===== config.mk =====
export PLATFORM = sky130hd
export DESIGN_NAME = reset_strap_sampler
export DESIGN_NICKNAME = d
export VERILOG_FILES = /design/src/strap_sampler_pkg.sv /design/src/strap_sync.sv /design/src/reset_strap_sampler.sv
export VERILOG_INCLUDE_DIRS = /design/src
export SDC_FILE = /design/constraint.sdc
export NUM_CORES = 1
export LEC_CHECK = 0
export BUFFER_PORTS_ARGS = -buffer_cell sky130_fd_sc_hd__buf_4
export CORE_UTILIZATION = 45
export CTS_CLUSTER_DIAMETER = 150
export DETAILED_ROUTE_END_ITERATION = 8
export PLACE_DENSITY = 0.84
export SLEW_MARGIN = 20
export SYNTH_ARGS = -nofsm -noshare
export SYNTH_HDL_FRONTEND = slang
export SYNTH_SLANG_ARGS = --single-unit
export TNS_END_PERCENT = 30

===== constraint.sdc =====
create_clock -name clk -period 4.2 [get_ports clk]
set_input_delay 0.21 -clock clk [delete_from_list [all_inputs] [get_ports clk]]
set_output_delay 0.21 -clock clk [all_outputs]
set_load 0.01 [all_outputs]

===== src/strap_sampler_regs.svh =====
// Register offsets, field positions, reset values and timing counts of the strap sampler.
`ifndef STRAP_SAMPLER_REGS_SVH
`define STRAP_SAMPLER_REGS_SVH

`define CLK_PERIOD_NS 50
`define HANDBACK_NS 200
`define HANDBACK_CYC ((`HANDBACK_NS + `CLK_PERIOD_NS - 1) / `CLK_PERIOD_NS)

`define OFS_STATUS 12'h000
`define OFS_SYSTEM_CONFIG 12'h004
`define OFS_SDRAM_CONFIG 12'h008

`define PIN_BOOT_ROM_SELECT 0
`define PIN_MASTER_INDICATOR 1
`define PIN_TIMER_ZERO_EXPIRY 2
`define PIN_ARBITRATION_HOLD 3
`define PIN_LINK_ONE_DONE 4
`define PIN_LINK_TWO_DONE 5
`define PIN_LINK_THREE_DONE 6
`define STRAP_PINS 7

`define RST_PULL_UP_MASK 7'h70
`define RST_PULL_DN_MASK 7'h0f
`define RUN_PULL_UP_MASK 7'h09
`define RUN_DRIVEN_MASK 7'h76
`define ID_ZERO_ONLY_MASK 7'h09

`define STS_BOOT_BIT 0
`define STS_IRQ_BIT 1
`define STS_LINK_BIT 2
`define STS_UNLOCK_BIT 3
`define STS_TEST_LSB 4
`define STS_VALID_BIT 8
`define STS_RUN_BIT 9
`define STS_SYS_WRITTEN_BIT 10
`define STS_SDR_WRITTEN_BIT 11
`define STS_ID_ZERO_BIT 12

`define SYSTEM_CONFIG_RESET 32'h0000_0000
`define SDRAM_CONFIG_RESET 32'h0000_0000
`define PROC_ID_W 3

`endif


===== src/strap_sampler_pkg.sv =====
// Types shared by the strap sampler modules.
`default_nettype none
package strap_sampler_pkg;
    typedef enum logic [1:0] {
        ST_IN_RESET = 2'b00,
        ST_HANDBACK = 2'b01,
        ST_RUN = 2'b11
    } strap_state_t;
    typedef logic [6:0] pin_vec_t;
endpackage
`default_nettype wire


===== src/strap_sync.sv =====
// Two-flop synchroniser for pin inputs.
`default_nettype none
module strap_sync #(
    parameter int W = 1
) (
    input wire logic clk,
    input wire logic sys_rst,
    input wire logic [W-1:0] d,
    output logic [W-1:0] q
);
    logic [W-1:0] meta_r;
    logic [W-1:0] q_r;

    generate
        if (W < 1)
        begin : g_bad_width
            $error("W must be at least 1");
        end
    endgenerate

    // Only the second flop reads the first one.
    always_ff @(posedge clk)
    begin
        if (sys_rst)
        begin
            meta_r <= '0;
            q_r <= '0;
        end
        else
        begin
            meta_r <= d;
            q_r <= meta_r;
        end
    end

    assign q = q_r;
endmodule
`default_nettype wire


===== src/reset_strap_sampler.sv =====
// Strap capture at reset release, pad pull control and write-once configuration registers.
//
// What this block does
// - Latch every strap pin at reset release.
// - Undriven strap reads internal pull default.
// - Return pins to normal function shortly after.
// - Boot strap: 0 ROM boot, 1 wait.
// - Interrupt strap: 0 off/level, 1 on/edge.
// - Link strap: 0 one-bit, 1 four-bit width.
// - Write-protect strap: 0 write once, 1 always.
// - Pull resistors follow reset state.
// - Reset pulls per pin, then pullup or drive.
// - ID-zero-only pulls need processor ID zero.
//
// Chosen here: the placing of the registers and register access over APB.
`include "strap_sampler_regs.svh"
`default_nettype none
module reset_strap_sampler #(
    parameter int CFG_W = 32
) (
    input wire logic clk,
    input wire logic sys_rst,
    input wire logic rstInN,
    input wire logic [`PROC_ID_W-1:0] procId,
    input wire strap_sampler_pkg::pin_vec_t padIn,
    output logic [6:0] padOut,
    output logic [6:0] padOe,
    output logic [6:0] pullUpEn,
    output logic [6:0] pullDnEn,
    input wire strap_sampler_pkg::pin_vec_t funcOut,
    input wire strap_sampler_pkg::pin_vec_t funcOe,
    output logic bootSourceExternal,
    output logic bootRomStart,
    output logic extIrqEnable,
    output logic extIrqEdgeSense,
    output logic linkRxWidth4,
    output logic sysregWriteUnlock,
    output logic [2:0] testModeStraps,
    output logic strapsValid,
    output logic pinsHandedBack,
    output logic [CFG_W-1:0] systemConfig,
    output logic [CFG_W-1:0] sdramConfig,
    input wire logic psel,
    input wire logic penable,
    input wire logic pwrite,
    input wire logic [11:0] paddr,
    input wire logic [31:0] pwdata,
    output logic [31:0] prdata,
    output logic pready,
    output logic pslverr
);
    import strap_sampler_pkg::*;

    localparam int SYNC_W = `STRAP_PINS + 1 + `PROC_ID_W;
    localparam logic [3:0] HANDBACK_LAST = 4'(`HANDBACK_CYC - 1);

    generate
        if (CFG_W < 1 || CFG_W > 32)
        begin : g_bad_width
            $error("CFG_W must lie between 1 and 32");
        end
        if (`HANDBACK_CYC > 16)
        begin : g_bad_delay
            $error("Hand-back delay exceeds the counter");
        end
        if (`STRAP_PINS != $bits(pin_vec_t))
        begin : g_bad_pins
            $error("Pin count and pin vector width differ");
        end
    endgenerate

    function automatic logic [31:0] widen(input logic [CFG_W-1:0] v);
        logic [31:0] r;
        r = '0;
        r[CFG_W-1:0] = v;
        return r;
    endfunction

    // Pins and the reset pin share one synchroniser, so all arrive with equal latency.
    logic [SYNC_W-1:0] syncQ;
    strap_sync #(
        .W(SYNC_W)
    ) u_sync (
        .clk(clk),
        .sys_rst(sys_rst),
        .d({procId, rstInN, padIn}),
        .q(syncQ)
    );

    wire pin_vec_t padQ = syncQ[`STRAP_PINS-1:0];
    wire logic rstQ = syncQ[`STRAP_PINS];
    wire logic idZero = (syncQ[SYNC_W-1:`STRAP_PINS+1] == '0);

    strap_state_t state_r;
    strap_state_t state_nxt;
    logic rstPrev_r;
    logic [3:0] holdCnt_r;
    pin_vec_t capt_r;

    wire logic releaseEdge = rstQ & ~rstPrev_r;
    wire logic holdDone = (state_r == ST_HANDBACK) && (holdCnt_r == HANDBACK_LAST);

    always_comb
    begin
        state_nxt = state_r;
        case (state_r)
            ST_IN_RESET:
            begin
                if (releaseEdge)
                begin
                    state_nxt = ST_HANDBACK;
                end
            end
            ST_HANDBACK:
            begin
                if (!rstQ)
                begin
                    state_nxt = ST_IN_RESET;
                end
                else if (holdDone)
                begin
                    state_nxt = ST_RUN;
                end
            end
            ST_RUN:
            begin
                if (!rstQ)
                begin
                    state_nxt = ST_IN_RESET;
                end
            end
            default:
            begin
                state_nxt = ST_IN_RESET;
            end
        endcase
    end

    always_ff @(posedge clk)
    begin
        if (sys_rst)
        begin
            state_r <= ST_IN_RESET;
            rstPrev_r <= 1'b0;
            holdCnt_r <= 4'h0;
        end
        else
        begin
            state_r <= state_nxt;
            rstPrev_r <= rstQ;
            holdCnt_r <= (state_r == ST_HANDBACK) ? holdCnt_r + 4'h1 : 4'h0;
        end
    end

    // The pad level at release already includes the internal pull default.
    always_ff @(posedge clk)
    begin
        if (sys_rst)
        begin
            capt_r <= '0;
        end
        else if (releaseEdge)
        begin
            capt_r <= padQ;
        end
    end

    // Pad control: pulls during reset and hand-back, then run-time pulls or drive.
    wire logic inRun = (state_nxt == ST_RUN);
    wire pin_vec_t idMask = idZero ? 7'h7f : ~pin_vec_t'(`ID_ZERO_ONLY_MASK);
    wire pin_vec_t upNxt = (inRun ? `RUN_PULL_UP_MASK : `RST_PULL_UP_MASK) & idMask;
    wire pin_vec_t dnNxt = (inRun ? 7'h00 : `RST_PULL_DN_MASK) & idMask;
    wire pin_vec_t oeNxt = inRun ? (pin_vec_t'(`RUN_DRIVEN_MASK) | funcOe) : 7'h00;
    wire pin_vec_t outNxt = inRun ? funcOut : 7'h00;

    always_ff @(posedge clk)
    begin
        if (sys_rst)
        begin
            padOut <= '0;
            padOe <= '0;
            pullUpEn <= '0;
            pullDnEn <= '0;
        end
        else
        begin
            padOut <= outNxt;
            padOe <= oeNxt;
            pullUpEn <= upNxt;
            pullDnEn <= dnNxt;
        end
    end

    // Mode outputs.
    // The hand-back flag follows the next state, so it moves on the same edge as the pads.
    // The boot pulse is held back if the reset pin returns in the last hand-back cycle.
    wire logic bootStrap = capt_r[`PIN_BOOT_ROM_SELECT];
    wire logic bootGo = holdDone & rstQ;
    always_ff @(posedge clk)
    begin
        if (sys_rst)
        begin
            bootSourceExternal <= 1'b0;
            bootRomStart <= 1'b0;
            extIrqEnable <= 1'b0;
            extIrqEdgeSense <= 1'b0;
            linkRxWidth4 <= 1'b0;
            sysregWriteUnlock <= 1'b0;
            testModeStraps <= 3'h7;
            strapsValid <= 1'b0;
            pinsHandedBack <= 1'b0;
        end
        else
        begin
            bootSourceExternal <= bootStrap;
            bootRomStart <= bootGo & ~bootStrap;
            extIrqEnable <= capt_r[`PIN_MASTER_INDICATOR];
            extIrqEdgeSense <= capt_r[`PIN_MASTER_INDICATOR];
            linkRxWidth4 <= capt_r[`PIN_TIMER_ZERO_EXPIRY];
            sysregWriteUnlock <= capt_r[`PIN_ARBITRATION_HOLD];
            // Any low bit here means the board disturbed a test-mode strap.
            testModeStraps <= capt_r[`PIN_LINK_THREE_DONE:`PIN_LINK_ONE_DONE];
            strapsValid <= (state_r != ST_IN_RESET);
            pinsHandedBack <= inRun;
        end
    end

    // APB slave: one wait state, then pready with data; writes commit at the completion edge.
    logic sysWritten_r;
    logic sdrWritten_r;
    wire logic apbAccess = psel & penable & ~pready;
    wire logic apbDone = psel & penable & pready;
    wire logic hitStatus = (paddr == `OFS_STATUS);
    wire logic hitSys = (paddr == `OFS_SYSTEM_CONFIG);
    wire logic hitSdr = (paddr == `OFS_SDRAM_CONFIG);
    wire logic hitAny = hitStatus | hitSys | hitSdr;
    wire logic sysLocked = sysWritten_r & ~sysregWriteUnlock;
    wire logic sdrLocked = sdrWritten_r & ~sysregWriteUnlock;
    wire logic wrRefused = pwrite & ((hitSys & sysLocked) | (hitSdr & sdrLocked));
    wire logic sysWrite = apbDone & pwrite & hitSys & ~sysLocked;
    wire logic sdrWrite = apbDone & pwrite & hitSdr & ~sdrLocked;
    wire logic devReset = sys_rst | ~rstQ;

    logic [31:0] statusWord;
    always_comb
    begin
        statusWord = '0;
        statusWord[`STS_BOOT_BIT] = bootSourceExternal;
        statusWord[`STS_IRQ_BIT] = extIrqEnable;
        statusWord[`STS_LINK_BIT] = linkRxWidth4;
        statusWord[`STS_UNLOCK_BIT] = sysregWriteUnlock;
        statusWord[`STS_TEST_LSB+2:`STS_TEST_LSB] = testModeStraps;
        statusWord[`STS_VALID_BIT] = strapsValid;
        statusWord[`STS_RUN_BIT] = pinsHandedBack;
        statusWord[`STS_SYS_WRITTEN_BIT] = sysWritten_r;
        statusWord[`STS_SDR_WRITTEN_BIT] = sdrWritten_r;
        statusWord[`STS_ID_ZERO_BIT] = idZero;
    end

    wire logic [31:0] readMux = hitStatus ? statusWord :
                                hitSys ? widen(systemConfig) :
                                hitSdr ? widen(sdramConfig) : 32'h0000_0000;

    always_ff @(posedge clk)
    begin
        if (sys_rst)
        begin
            pready <= 1'b0;
            pslverr <= 1'b0;
            prdata <= '0;
        end
        else
        begin
            pready <= apbAccess;
            pslverr <= apbAccess & (~hitAny | wrRefused);
            prdata <= (apbAccess & ~pwrite) ? readMux : 32'h0000_0000;
        end
    end

    // A device reset through the reset pin also reopens the one-time write.
    always_ff @(posedge clk)
    begin
        if (devReset)
        begin
            systemConfig <= CFG_W'(`SYSTEM_CONFIG_RESET);
            sdramConfig <= CFG_W'(`SDRAM_CONFIG_RESET);
            sysWritten_r <= 1'b0;
            sdrWritten_r <= 1'b0;
        end
        else
        begin
            if (sysWrite)
            begin
                systemConfig <= pwdata[CFG_W-1:0];
                sysWritten_r <= 1'b1;
            end
            if (sdrWrite)
            begin
                sdramConfig <= pwdata[CFG_W-1:0];
                sdrWritten_r <= 1'b1;
            end
        end
    end
endmodule
`default_nettype wire


==> flow_summary.ini <==
[cts]
cts_root_buf = sky130_fd_sc_hd__clkbuf_16
clock_network_latency_to_the_later_pin_of_the_worst_skew_pair_ps = 420
cts-htree-levels = 4
post-cts-setup-buffer-count = 0
clock_tree_from_tritoncts = yes
clock_sink_count = 158
clock_transition_at_path_regs_ps = 60
number_of_buffers_created_by_cts = 17
cts.path.max_buffers = 2

[hold_path]
hp-start = padIn[2]
holdPathStages = 2
terminating_pin_of_the_worst_hold_path = u_sync.meta_r[2]
worstHoldPathType = input pin to register

[routing]
postRouteWirelength_mm = 16.85
detailed_routing_iteration_count_for_the_pre_antenna_repair_pass = 5
drc_marker_count_from_the_first_detailed_route_iteration = 462
avgRoutedWirePerCell_um = 17.08
route.detailed.vias_per_inst = 5.478
via_count = 5407
route.detailed.drc = 0
ant_nets = 0

[synthesis]
mean_cell_area_of_the_mapped_netlist_um2 = 9.191
yosysTopAreaCellShare = 0.5506
synth_cell_type_count = 42
post_synth_main_area_contributors = sky130_fd_sc_hd__dfxtp_1 (55%), sky130_fd_sc_hd__nand3_1 (5.8%), sky130_fd_sc_hd__a21oi_1 (5.7%)
async_reset_ff_frac = 0
simple_logic_cell_fraction_of_the_synthesized_area = 0.1971
postSynthCellCount = 625
mappedNetlistArea_mm2 = 0.005744
netlist.top_cell.by_area = sky130_fd_sc_hd__dfxtp_1
combinational_family_with_the_most_area_after_synthesis = simple AND/OR/NAND/NOR gates
synth-warning-count = 0
synth_common_cells = sky130_fd_sc_hd__dfxtp_1 (158), sky130_fd_sc_hd__nand3_1 (66), sky130_fd_sc_hd__a21oi_1 (65)
synthMostInstantiatedCell = sky130_fd_sc_hd__dfxtp_1
dominantRegCellSynth = sky130_fd_sc_hd__dfxtp_1
synth-xor-area-share = 0.003049
synth_enable_flop_cells = 0
synth-seq-area-share = 0.5506
yosys_register_bits = 158
multiplexer_fraction_of_the_synthesized_cell_area = 0.01220
synth-adder-area-share = 0.002178
synth_compound_gate_area_share = 0.1679

[cells_and_area]
diodes = 0
utilization_of_the_core_after_routing = 0.6576
finish.net_count = 882
drive_gt1_frac = 0.3126
multi_input_area_mm2 = 0.002230
num-fill-cells = 1004
sequential_cell_area_mm2 = 0.003163
flow.area_growth_from_synthesis_pct = 39.80

[sta]
layout_worst_path_cycle_share = 0.4997
finalClockSkew_ps = 8.703
finalWorstPathRequiredPeriod_ps = 2099
setup_total_negative_slack_ps = 0
maxClockFrequency_ghz = 0.4765
final-max-slew-violation-count = 0
setup_viol = 0
tightestPinTransition_ps = 900.8
rsz0062_at_grt = no
final_hold_viol_count = 0
slew_headroom = 0.3995

[floorplan]
design.die.area_mm2 = 0.01322
boundaryPins = 211
die-width_um = 115.0
design.core.area_mm2 = 0.01221
die_height_um = 115.0
initial_core_utilization = 0.4704
fp-row-count = 40

[pwr]
power_uw = 3342
power.leakage_uw = 0.003201
powerDensity_mw_per_mm2 = 416.2
irDropWorstVdd_uv = 217.6

[global_routing]
antenna_found_initial = 0
grt_overflow_total = 0
grt_max_degree = 55
wire_length_of_the_first_global_routing_pass_mm = 26.00
first_global_vias = 5078
groute.usage.overall = 0.2580

[setup_path]
crit_path_max_fanout = 20
timing.critical_path.from = paddr[5]
critPathCaptureType = register
rr_worst_depth = 5
reg2reg_setup_slack_ps = 2190
critical_path_data_arrival_time_ps = 2380
startpoint_of_the_worst_register_to_register_path = pready
worstSetupPathType = input pin to register
worst_ep_required_time_ps = 4480
critPathLaunchType = input pin
worst_r2r_endpoint = systemConfig[17]

[status]
run_status = finished clean

[place]
globalplace.congestion = 0.8138
hpwl_mm = 10.85
buffer_ports.inserted = 200

[job]
number_of_maximum_capacitance_violations = 0
## layout make-up
| type | instances | area share |
|---|---|---|
| Clock buffer | 21 | 0.05734 |
| Sequential cell | 158 | 0.3939 |
| Clock inverter | 10 | 0.02306 |
| Tap cell | 168 | 0.02618 |
| Multi-Input combinational cell | 396 | 0.2777 |
| Timing Repair Buffer | 228 | 0.2191 |
| Inverter | 6 | 0.002805 |
## sequential cells by signal, summed over array words and instances (netlist names), 2 cells and up
name and flops:
padOut 7, u_sync.meta_r 11, capt_r 7, prdata 32, sdramConfig 32, holdCnt_r 4, padOe 3, state_r 2
systemConfig 32, u_sync.q 11, pullDnEn 2, testModeStraps 3
## routing by layer
metal | up-vias | part of all wire | GRT usage
met4 | 0 | 0.038 | 0.1628
met5 | - | 0 | 0
li1 | 2531 | - | -
met1 | 2582 | 0.40 | 0.3042
met2 | 245 | 0.50 | 0.4293
met3 | 49 | 0.063 | 0.05430
## cells by family after synthesis
family,after synthesis
muxes,7
and+or+nand+nor,214
other,1
xor gates and xnor gates,2
AOI/OAI and AO/OA,167
DFF,158
adders and majority gates,1
buffers and inverters,75
## cells in the final DEF, fill, tap and decap left out, drive strengths merged, types with 5 or more instances in the layout
| cell | Yosys | routed |
|---|---|---|
| mux2i | 7 | 7 |
| dlygate4sd3 | 0 | 19 |
| inv | 5 | 6 |
| and2 | 12 | 12 |
| dfxtp | 158 | 158 |
| nor3 | 9 | 9 |
| clkbuf | 39 | 21 |
| nand3 | 66 | 66 |
| nor2 | 61 | 61 |
| nand2 | 7 | 7 |
| o22ai | 7 | 7 |
| a32oi | 20 | 20 |
| nor2b | 37 | 37 |
| buf | 30 | 209 |
| bufinv | 0 | 5 |
| o21ai | 66 | 66 |
| a2111oi | 5 | 5 |
| a21oi | 65 | 65 |
| conb | 1 | 5 |
## power by group
part	internal [µW]	total, µW	switching, µW
Sequential	1510	1520	6.49
Combinational	76.9	146	68.6
Clock	1080	1680	592
## what timing repair did
action,in CTS,in global routing
resized for setup,0,0
hold buffers,19,0
endpoints found under the hold margin,19,0
## metrics by stage
step                      instance area, µm²  std cells  hold WS, ps  worst slack [ps]
after floorplan                         5759        629        331.7              2358
after global placement                  7189        937        411.3              1672
after detailed placement                7194        937        413.8              1718
after CTS                               8030        987        5.546              2134
after global routing                    8030        987        40.76              1952
final                                   8030        987        12.64              2101
## critical path: stages
cell and delay, ps:
sky130_fd_sc_hd__buf_4 110, sky130_fd_sc_hd__nor4_1 430, sky130_fd_sc_hd__nand4_1 610, sky130_fd_sc_hd__nand2_1 860, sky130_fd_sc_hd__nor2_1 130
## how the worst max path moves through the flow
stage                     end  slack, ps  cells after the start
2_1_floorplan  sdramConfig[5]       2360                      5
3_3_place_gp       prdata[29]       1670                      5
3_5_place_dp       prdata[28]       1720                      5
4_1_cts            prdata[28]       2130                      5
5_1_grt            prdata[25]       1950                      5
6_report           prdata[28]       2100                      5
Note: power is estimated with default switching activity, not from simulation.
